File: src/tks_pkg.sv
// Purpose: Constants, register map and types of the capacitive touch sense unit.
// Assumes: 8-bit register port with byte addresses; one 100 MHz clock.
// Notes:   Multi-byte values sit low byte first at consecutive addresses.
//
// Behaviour
// Mode 0: counter internal clock, timer sense
// Mode 1: timer internal clock, counter sense
// 24-bit timer and 24-bit counter
// Start clears counter, loads timer, runs both
// Timer expiry captures count, raises interrupt
// Each capture updates slow and fast averages
// Software preloads previous averages before start
// Captured count and averages readable by software
// Auto mode repeats captures without interrupts
// Auto mode limits values to 16 bits
// Auto wakes when fast exceeds slow+threshold
// Clock select: 0x fast, 1x slow oscillator
// Bit 0 reads busy, write starts
// Start without auto does one capture
// Start with auto runs until detection
// Writing start 0 aborts capture
// Config holds interrupt enable and flag
// System enables analog pins, tristates drivers
// Disabled unit idles and ignores start
// Flag sticks until cleared; irq flag&enable
package tks_pkg;

   // ==========================================================
   // Register map
   localparam logic [15:0] TKS_ADDR_CONFIG   = 16'hA130;
   localparam logic [15:0] TKS_ADDR_FILTER   = 16'hA132;
   localparam logic [15:0] TKS_ADDR_THRESH   = 16'hA133;
   localparam logic [15:0] TKS_ADDR_TIMER    = 16'hA140;
   localparam logic [15:0] TKS_ADDR_CAPTURE  = 16'hA143;
   localparam logic [15:0] TKS_ADDR_SLOW_AVG = 16'hA146;
   localparam logic [15:0] TKS_ADDR_FAST_AVG = 16'hA149;

   localparam logic [7:0]  TKS_CONFIG_RESET  = 8'h00;
   localparam logic [7:0]  TKS_FILTER_RESET  = 8'h00;

   // ==========================================================
   // Config bit positions
   localparam int TKS_BIT_ENABLE  = 7;
   localparam int TKS_BIT_MODE    = 6;
   localparam int TKS_BIT_CLK_HI  = 5;
   localparam int TKS_BIT_CLK_LO  = 4;
   localparam int TKS_BIT_AUTO    = 3;
   localparam int TKS_BIT_IRQ_EN  = 2;
   localparam int TKS_BIT_IRQ_FLG = 1;
   localparam int TKS_BIT_START   = 0;

   // ==========================================================
   // Widths and filter coding
   localparam int          TKS_W          = 24;
   localparam logic [23:0] TKS_AUTO_MASK  = 24'h00FFFF;
   localparam logic [23:0] TKS_FULL_MASK  = 24'hFFFFFF;
   localparam logic [3:0]  TKS_SLOW_MAX   = 4'h4;
   localparam logic [3:0]  TKS_FAST_MAX   = 4'h4;
   localparam logic [2:0]  TKS_SLOW_BASE  = 3'h3;
   localparam logic [15:0] TKS_SLOW_DIV   = 16'h01F4;

   typedef enum logic {TKS_IDLE, TKS_RUN} tks_state_t;

   typedef struct packed {
      logic       enable;
      logic       mode;
      logic [1:0] clk_sel;
      logic       auto_mode;
      logic       irq_en;
      logic       irq_flag;
   } tks_cfg_t;

endpackage : tks_pkg
File: src/tks_cap_sense_unit.sv
// Purpose: Timer/counter capture assist for capacitive touch keys.
// Assumes: Sense oscillator input is synchronous to sys_clk_i.
// Notes:   Internal clock ticks are enables: fast every cycle, slow divided.
`timescale 1ns/1ns
module tks_cap_sense_unit
   import tks_pkg::*;
(
   // Clock and reset
   input  wire logic        sys_clk_i,
   input  wire logic        rst_b_i,
   // Register port
   input  wire logic [15:0] addr_i,
   input  wire logic [7:0]  wr_data_i,
   input  wire logic        wr_i,
   input  wire logic        rd_i,
   output logic      [7:0]  rd_data_o,
   // Sensing oscillator
   input  wire logic        sense_osc_i,
   // Status outputs
   output logic             irq_o,
   output logic             busy_o,
   output logic             slow_clk_sel_o
);

   // ==========================================================
   // State
   tks_state_t      state_q;
   tks_cfg_t        cfg_q;
   logic [7:0]      filter_q;
   logic [15:0]     thresh_q;
   logic [23:0]     load_q;
   logic [23:0]     timer_q;
   logic [23:0]     count_q;
   logic [23:0]     capture_q;
   logic [23:0]     slow_q;
   logic [23:0]     fast_q;
   logic            sense_prev_q;
   logic [15:0]     div_q;
   logic            slow_tick_q;
   logic [7:0]      rd_data_q;
   logic            irq_q;

   logic            cfg_wr;
   logic            start_cmd;
   logic            abort_cmd;
   logic            running;
   logic            sense_edge;
   logic            int_tick;
   logic            tmr_tick;
   logic            cnt_tick;
   logic            expire;
   logic [23:0]     mask;
   logic [23:0]     slow_new;
   logic [23:0]     fast_new;
   logic            detect;
   logic [2:0]      slow_sh;
   logic [2:0]      fast_sh;

   // ==========================================================
   // Helpers
   function automatic logic [23:0] avg_f(input logic [23:0] prev,
                                         input logic [23:0] cap,
                                         input logic [2:0]  sh);
      logic [30:0] acc;
      acc = {7'h00, cap} + ({7'h00, prev} << sh) - {7'h00, prev};
      return 24'((acc >> sh));
   endfunction : avg_f

   function automatic logic [23:0] put_byte(input logic [23:0] old,
                                            input logic [1:0]  idx,
                                            input logic [7:0]  val);
      logic [23:0] r;
      r = old;
      case (idx)
         2'h0:    r[7:0]   = val;
         2'h1:    r[15:8]  = val;
         2'h2:    r[23:16] = val;
         default: r        = old;
      endcase
      return r;
   endfunction : put_byte

   function automatic logic [7:0] get_byte(input logic [23:0] v,
                                           input logic [15:0] a,
                                           input logic [15:0] base);
      logic [15:0] off;
      off = a - base;
      case (off[1:0])
         2'h0:    return v[7:0];
         2'h1:    return v[15:8];
         2'h2:    return v[23:16];
         default: return 8'h00;
      endcase
   endfunction : get_byte

   function automatic logic in_word(input logic [15:0] a, input logic [15:0] base);
      return (a >= base) && (a < base + 16'h0003);
   endfunction : in_word

   // ==========================================================
   // Command decode
   assign cfg_wr    = wr_i && (addr_i == TKS_ADDR_CONFIG);
   assign start_cmd = cfg_wr && wr_data_i[TKS_BIT_START] && wr_data_i[TKS_BIT_ENABLE];
   assign abort_cmd = cfg_wr && !wr_data_i[TKS_BIT_START];
   assign running   = (state_q == TKS_RUN);

   // ==========================================================
   // Clock sources
   // Sense input is already synchronous, so a plain edge detect suffices.
   assign sense_edge = sense_osc_i && !sense_prev_q;
   assign int_tick   = cfg_q.clk_sel[1] ? slow_tick_q : 1'b1;
   assign tmr_tick   = cfg_q.mode ? int_tick : sense_edge;
   assign cnt_tick   = cfg_q.mode ? sense_edge : int_tick;
   assign mask       = cfg_q.auto_mode ? TKS_AUTO_MASK : TKS_FULL_MASK;
   // Timer loaded with zero or one expires on the very next tick.
   assign expire     = running && tmr_tick && (timer_q <= 24'h000001);

   always_ff @(posedge sys_clk_i) begin
      if (!rst_b_i) begin
         sense_prev_q <= 1'b0;
      end else begin
         sense_prev_q <= sense_osc_i;
      end
   end

   always_ff @(posedge sys_clk_i) begin
      if (!rst_b_i) begin
         div_q       <= 16'h0000;
         slow_tick_q <= 1'b0;
      end else if (div_q == TKS_SLOW_DIV - 16'h0001) begin
         div_q       <= 16'h0000;
         slow_tick_q <= 1'b1;
      end else begin
         div_q       <= div_q + 16'h0001;
         slow_tick_q <= 1'b0;
      end
   end

   // ==========================================================
   // Filters
   always_comb begin
      slow_sh = 3'h0;
      fast_sh = 3'h0;
      if ((filter_q[7:4] != 4'h0) && (filter_q[7:4] <= TKS_SLOW_MAX)) begin
         slow_sh = TKS_SLOW_BASE + filter_q[6:4];
      end
      if (filter_q[3:0] <= TKS_FAST_MAX) begin
         fast_sh = filter_q[2:0];
      end
   end

   assign slow_new = avg_f(slow_q & mask, count_q & mask, slow_sh) & mask;
   assign fast_new = avg_f(fast_q & mask, count_q & mask, fast_sh) & mask;
   assign detect   = cfg_q.auto_mode &&
                     ({1'b0, fast_new} > ({1'b0, slow_new} + {9'h000, thresh_q}));

   // ==========================================================
   // Sequencer
   always_ff @(posedge sys_clk_i) begin
      if (!rst_b_i) begin
         state_q <= TKS_IDLE;
      end else if (abort_cmd || (cfg_wr && !wr_data_i[TKS_BIT_ENABLE])) begin
         state_q <= TKS_IDLE;
      end else if (start_cmd) begin
         state_q <= TKS_RUN;
      end else if (!cfg_q.enable || (expire && (!cfg_q.auto_mode || detect))) begin
         state_q <= TKS_IDLE;
      end
   end

   // Timer: loaded on start, reloaded after each auto capture.
   always_ff @(posedge sys_clk_i) begin
      if (!rst_b_i) begin
         timer_q <= 24'h000000;
      end else if (start_cmd) begin
         timer_q <= load_q & (wr_data_i[TKS_BIT_AUTO] ? TKS_AUTO_MASK : TKS_FULL_MASK);
      end else if (expire) begin
         timer_q <= load_q & mask;
      end else if (running && tmr_tick) begin
         timer_q <= timer_q - 24'h000001;
      end
   end

   always_ff @(posedge sys_clk_i) begin
      if (!rst_b_i) begin
         count_q <= 24'h000000;
      end else if (start_cmd || expire) begin
         count_q <= 24'h000000;
      end else if (running && cnt_tick) begin
         count_q <= (count_q + 24'h000001) & mask;
      end
   end

   always_ff @(posedge sys_clk_i) begin
      if (!rst_b_i) begin
         capture_q <= 24'h000000;
      end else if (expire) begin
         capture_q <= count_q & mask;
      end
   end

   // Hardware update beats a same-cycle software preload.
   always_ff @(posedge sys_clk_i) begin
      if (!rst_b_i) begin
         slow_q <= 24'h000000;
         fast_q <= 24'h000000;
      end else if (expire) begin
         slow_q <= slow_new;
         fast_q <= fast_new;
      end else if (wr_i) begin
         if (in_word(addr_i, TKS_ADDR_SLOW_AVG)) begin
            slow_q <= put_byte(slow_q, 2'(addr_i - TKS_ADDR_SLOW_AVG), wr_data_i);
         end
         if (in_word(addr_i, TKS_ADDR_FAST_AVG)) begin
            fast_q <= put_byte(fast_q, 2'(addr_i - TKS_ADDR_FAST_AVG), wr_data_i);
         end
      end
   end

   // ==========================================================
   // Software registers
   always_ff @(posedge sys_clk_i) begin
      if (!rst_b_i) begin
         cfg_q <= tks_cfg_t'(TKS_CONFIG_RESET[7:1]);
      end else begin
         if (cfg_wr) begin
            cfg_q.enable    <= wr_data_i[TKS_BIT_ENABLE];
            cfg_q.mode      <= wr_data_i[TKS_BIT_MODE];
            cfg_q.clk_sel   <= wr_data_i[TKS_BIT_CLK_HI:TKS_BIT_CLK_LO];
            cfg_q.auto_mode <= wr_data_i[TKS_BIT_AUTO];
            cfg_q.irq_en    <= wr_data_i[TKS_BIT_IRQ_EN];
         end
         // Set wins over a same-cycle clear; writing 1 leaves the flag alone.
         if ((expire && !cfg_q.auto_mode) || (expire && detect)) begin
            cfg_q.irq_flag <= 1'b1;
         end else if (cfg_wr && !wr_data_i[TKS_BIT_IRQ_FLG]) begin
            cfg_q.irq_flag <= 1'b0;
         end
      end
   end

   always_ff @(posedge sys_clk_i) begin
      if (!rst_b_i) begin
         filter_q <= TKS_FILTER_RESET;
         thresh_q <= 16'h0000;
         load_q   <= 24'h000000;
      end else if (wr_i) begin
         if (addr_i == TKS_ADDR_FILTER) begin
            filter_q <= wr_data_i;
         end
         if (addr_i == TKS_ADDR_THRESH) begin
            thresh_q[7:0] <= wr_data_i;
         end
         if (addr_i == TKS_ADDR_THRESH + 16'h0001) begin
            thresh_q[15:8] <= wr_data_i;
         end
         if (in_word(addr_i, TKS_ADDR_TIMER)) begin
            load_q <= put_byte(load_q, 2'(addr_i - TKS_ADDR_TIMER), wr_data_i);
         end
      end
   end

   // ==========================================================
   // Read port
   always_ff @(posedge sys_clk_i) begin
      if (!rst_b_i) begin
         rd_data_q <= 8'h00;
      end else if (rd_i) begin
         if (addr_i == TKS_ADDR_CONFIG) begin
            rd_data_q <= {cfg_q, running};
         end else if (addr_i == TKS_ADDR_FILTER) begin
            rd_data_q <= filter_q;
         end else if (addr_i == TKS_ADDR_THRESH) begin
            rd_data_q <= thresh_q[7:0];
         end else if (addr_i == TKS_ADDR_THRESH + 16'h0001) begin
            rd_data_q <= thresh_q[15:8];
         end else if (in_word(addr_i, TKS_ADDR_TIMER)) begin
            rd_data_q <= get_byte(load_q, addr_i, TKS_ADDR_TIMER);
         end else if (in_word(addr_i, TKS_ADDR_CAPTURE)) begin
            rd_data_q <= get_byte(capture_q, addr_i, TKS_ADDR_CAPTURE);
         end else if (in_word(addr_i, TKS_ADDR_SLOW_AVG)) begin
            rd_data_q <= get_byte(slow_q, addr_i, TKS_ADDR_SLOW_AVG);
         end else if (in_word(addr_i, TKS_ADDR_FAST_AVG)) begin
            rd_data_q <= get_byte(fast_q, addr_i, TKS_ADDR_FAST_AVG);
         end else begin
            rd_data_q <= 8'h00;
         end
      end else begin
         rd_data_q <= 8'h00;
      end
   end

   // ==========================================================
   // Outputs
   always_ff @(posedge sys_clk_i) begin
      if (!rst_b_i) begin
         irq_q <= 1'b0;
      end else begin
         irq_q <= cfg_q.irq_flag && cfg_q.irq_en;
      end
   end

   assign rd_data_o      = rd_data_q;
   assign irq_o          = irq_q;
   assign busy_o         = running;
   assign slow_clk_sel_o = cfg_q.clk_sel[1];

endmodule : tks_cap_sense_unit

File: config.mk
export PLATFORM = sky130hd
export DESIGN_NAME = tks_cap_sense_unit
export DESIGN_NICKNAME = d
export VERILOG_FILES = /design/src/tks_pkg.sv /design/src/tks_cap_sense_unit.sv
export SDC_FILE = /design/constraint.sdc
export NUM_CORES = 1
export LEC_CHECK = 0
export ABC_AREA = 0
export CORE_MARGIN = 5
export CORE_UTILIZATION = 56
export CTS_CLUSTER_SIZE = 30
export DETAILED_ROUTE_END_ITERATION = 8
export DONT_BUFFER_PORTS = 1
export GPL_ROUTABILITY_DRIVEN = 0
export PLACE_DENSITY_LB_ADDON = 0.05
export SYNTH_ARGS = -nofsm -noshare
export SYNTH_HDL_FRONTEND = slang
export SYNTH_SLANG_ARGS = --single-unit
File: constraint.sdc
create_clock -name sys_clk_i -period 12.3 [get_ports sys_clk_i]
set_input_delay 2.46 -clock sys_clk_i [delete_from_list [all_inputs] [get_ports sys_clk_i]]
set_output_delay 2.46 -clock sys_clk_i [all_outputs]
set_load 0.05 [all_outputs]
==> results.md <==
* Status: finished clean
* Root Buffer: clkbuf_16
* Num rows at 67
* Post-route ant nets at 0
* Htree depth at 1
* Antenna violations before repair at 0
* Input/output buffers at 0
* Depth of the most critical reg-to-reg path at 40
* Top post-synthesis cells by count: nand2_1 (399), nor2_1 (277), a21oi_1 (243)
* Detailed Route WL at 67600 um
* Post-Syn Area at 0.0192 mm2
* Die width at 195 um
* Clock slew at reported path FFs at 0.06 ns
* P&R area growth vs syn at 5.84%
* CP max stage delay at 0.51 ns
* CP max FO at 26
* Worst Hold Class: register to register
* Post-synthesis sequential area ratio at 21.2%
* Antenna diode count at 0
* Hold slack at 0.450 ns
* Critical Path End Type: register
* Setup slack after layout at 2.75 ns
* Total Nets Final at 2759
* Ports at 40
* Clock buffer depth at 3
* Largest net degree at the start of global routing at 64
* Max Cap Violations at 0
* Worst path slowest cell: fa_1
* Min-Delay Path Depth at 2
* Leakage at 8.69 nW
* Post-synthesis cell type count at 85
* Min Clock Period, post-route at 9.55 ns
* FF-to-FF setup slack at 2.75 ns
* Core ar. at 0.0337 mm2
* Cts repair resizes at 0
* Initial Util at 57.0%
* Crit path kind: register to register
* Peak supply drop at 0.111 mV
* Die Y at 195 um
* Most area-hungry cell type in the Yosys netlist: dfxtp_1
* Arr. time, crit path at 9.98 ns
* Syn avg cell area at 7.19 um2
* Unrepaired setup endpoints after global routing: false
* Skew-Pair Late Insertion Delay at 0.57 ns
* Syn_nets at 2856
* Total power at 1.50 mW
* Total die area at 0.0381 mm2
* DP HPWL at 51700 um
* Setup TNS at 0 ns
* CTS tree: yes
* Number of setup buffers added after CTS at 0
* Req. time, crit path at 12.73 ns
* Synth Warn # at 0
* Routed len/inst at 22.2 um
* Hold_buf cts at 0
* GR Overflow Total at 0
* Setup WS pre-CTS at 2.92 ns
* Pins Over Slew Limit at 0
* Share of cells above drive strength 1 at 4.67%
* TritonCTS Buffers at 25
* Worst-Margin Slew at 1.34 ns
* First-pass GRT wire length at 104000 um
* Vias in the first global route at 17900
* First-pass DRT Iterations at 6
* Finish-stage setup viols at 0
* Yosys top cell area share at 21.2%
* PD cells at 73.6 mW/mm2
* Top_reg_cell synth: dfxtp_1
* Ys async rst share at 0%
* Tot GR Track Use at 33.7%
* Clock Skew at 0.0434 ns
* Hold Violations, Final at 0
* Max Fclk at 0.105 GHz
* Synth Instances at 2671
* Setup crit start kind: register
* Clock sink count at 203
* DR DRC count at 0
* Most used cell, CP: a21oi_1
* Seq cells post-synth at 203
* Drt initial violations at 2706
* Relative slew margins at 10.2%
* Top cells by area, synth: dfxtp_1 (21%), mux2i_1 (8.0%), nand2_1 (7.8%), ha_1 (7.0%), a21oi_1 (6.3%)
* Final worst path period share at 77.6%
* Via density at 6.53
* Via count at 19800
* Top-count cell post-synth: nand2_1
* Post-synth EDFFs at 0
stage by stage:
| stage | area [um2] | cells | utilization [%] |
|---|---|---|---|
| 6_report | 20300 | 3040 | 60.3 |
| 5_1_grt | 20300 | 3040 | 60.3 |
| 4_1_cts | 20300 | 3040 | 60.3 |
| 3_5_place_dp | 19400 | 2995 | 57.7 |
| 3_3_place_gp | 19400 | 2995 | 57.7 |
| 2_1_floorplan | 19200 | 2671 | - |
cell families after synthesis:
group / after synthesis / share of synthesized area (%)
adder cells (fa/ha/maj): 156 / 12.1
XOR/XNOR: 102 / 4.65
AO/OA/AOI/OAI: 724 / 23.4
AND/OR/NAND/NOR: 1026 / 24.0
multiplexers: 168 / 8.97
buffers and inverters: 292 / 5.73
flip-flops: 203 / 21.2
flip-flops by register name, summed over array words and instances (netlist names), 16 cells and up:
register and flops:
count_q 24, div_q 16, load_q 24, fast_q 24, thresh_q 16, timer_q 24, slow_q 24, capture_q 24
final cells by class:
cell class / count / area [um2]
clock buffer: 31 / 678
clock inverter: 14 / 201
fill: 3222 / 13400
inverter: 142 / 534
multi-input combinational: 2176 / 14100
sequential: 203 / 4060
tap: 448 / 561
timing repair buffer: 26 / 195
worst max-delay path, delay by kind of cell, from the launching register on:
kind / cells / cell delay, ns
buffers and inverters: 4 / 0.67
AND/OR/NAND/NOR: 12 / 2.29
AO/OA/AOI/OAI: 14 / 3.22
flip-flops: 1 / 0.42
multiplexers: 3 / 0.59
XOR/XNOR: 2 / 0.29
adder cells (fa/ha/maj): 5 / 1.92
layer usage:
| metal | track usage (%) | vias up | share of wire (%) |
|---|---|---|---|
| met5 | 0 | - | 0 |
| met4 | 11.8 | 0 | 4.1 |
| met3 | 7.17 | 176 | 11 |
| met2 | 50.0 | 1107 | 42 |
| met1 | 48.4 | 9295 | 42 |
| li1 | - | 9263 | - |
final timing paths:
kind	from	to
max reg2reg	filter_q[4]	busy_o
min reg2reg	capture_q[15]	capture_q[15]
max	filter_q[4]	busy_o
min	capture_q[15]	capture_q[15]
cells in the final DEF, fill, tap and decap left out, types with 12 or more instances in the layout:
cell type and count:
a221oi_1 12, nand2b_1 17, o211ai_1 24, and2_1 22, o21ai_0 177, ha_1 107, a21oi_1 242, dfxtp_1 203
o22ai_1 18, a21o_1 36, nor4_1 18, xnor2_1 63, nor2_1 275, fa_1 49, o21a_1 24, clkbuf_16 25
and3_1 31, a211oi_1 19, nor3_1 47, nor2b_1 25, nand2_1 398, nand3_1 102, xor2_1 39, buf_4 26
a31oi_1 47, or3_1 20, nand4_1 28, mux2_2 13, mux2i_1 153, inv_1 140, a22oi_1 26
power breakdown:
group | total, mW | internal [mW] | switching (mW)
logic | 0.0403 | 0.0129 | 0.0274
clock network | 0.797 | 0.479 | 0.318
registers | 0.659 | 0.658 | 0.000975
(Power assumes the default switching activity.)
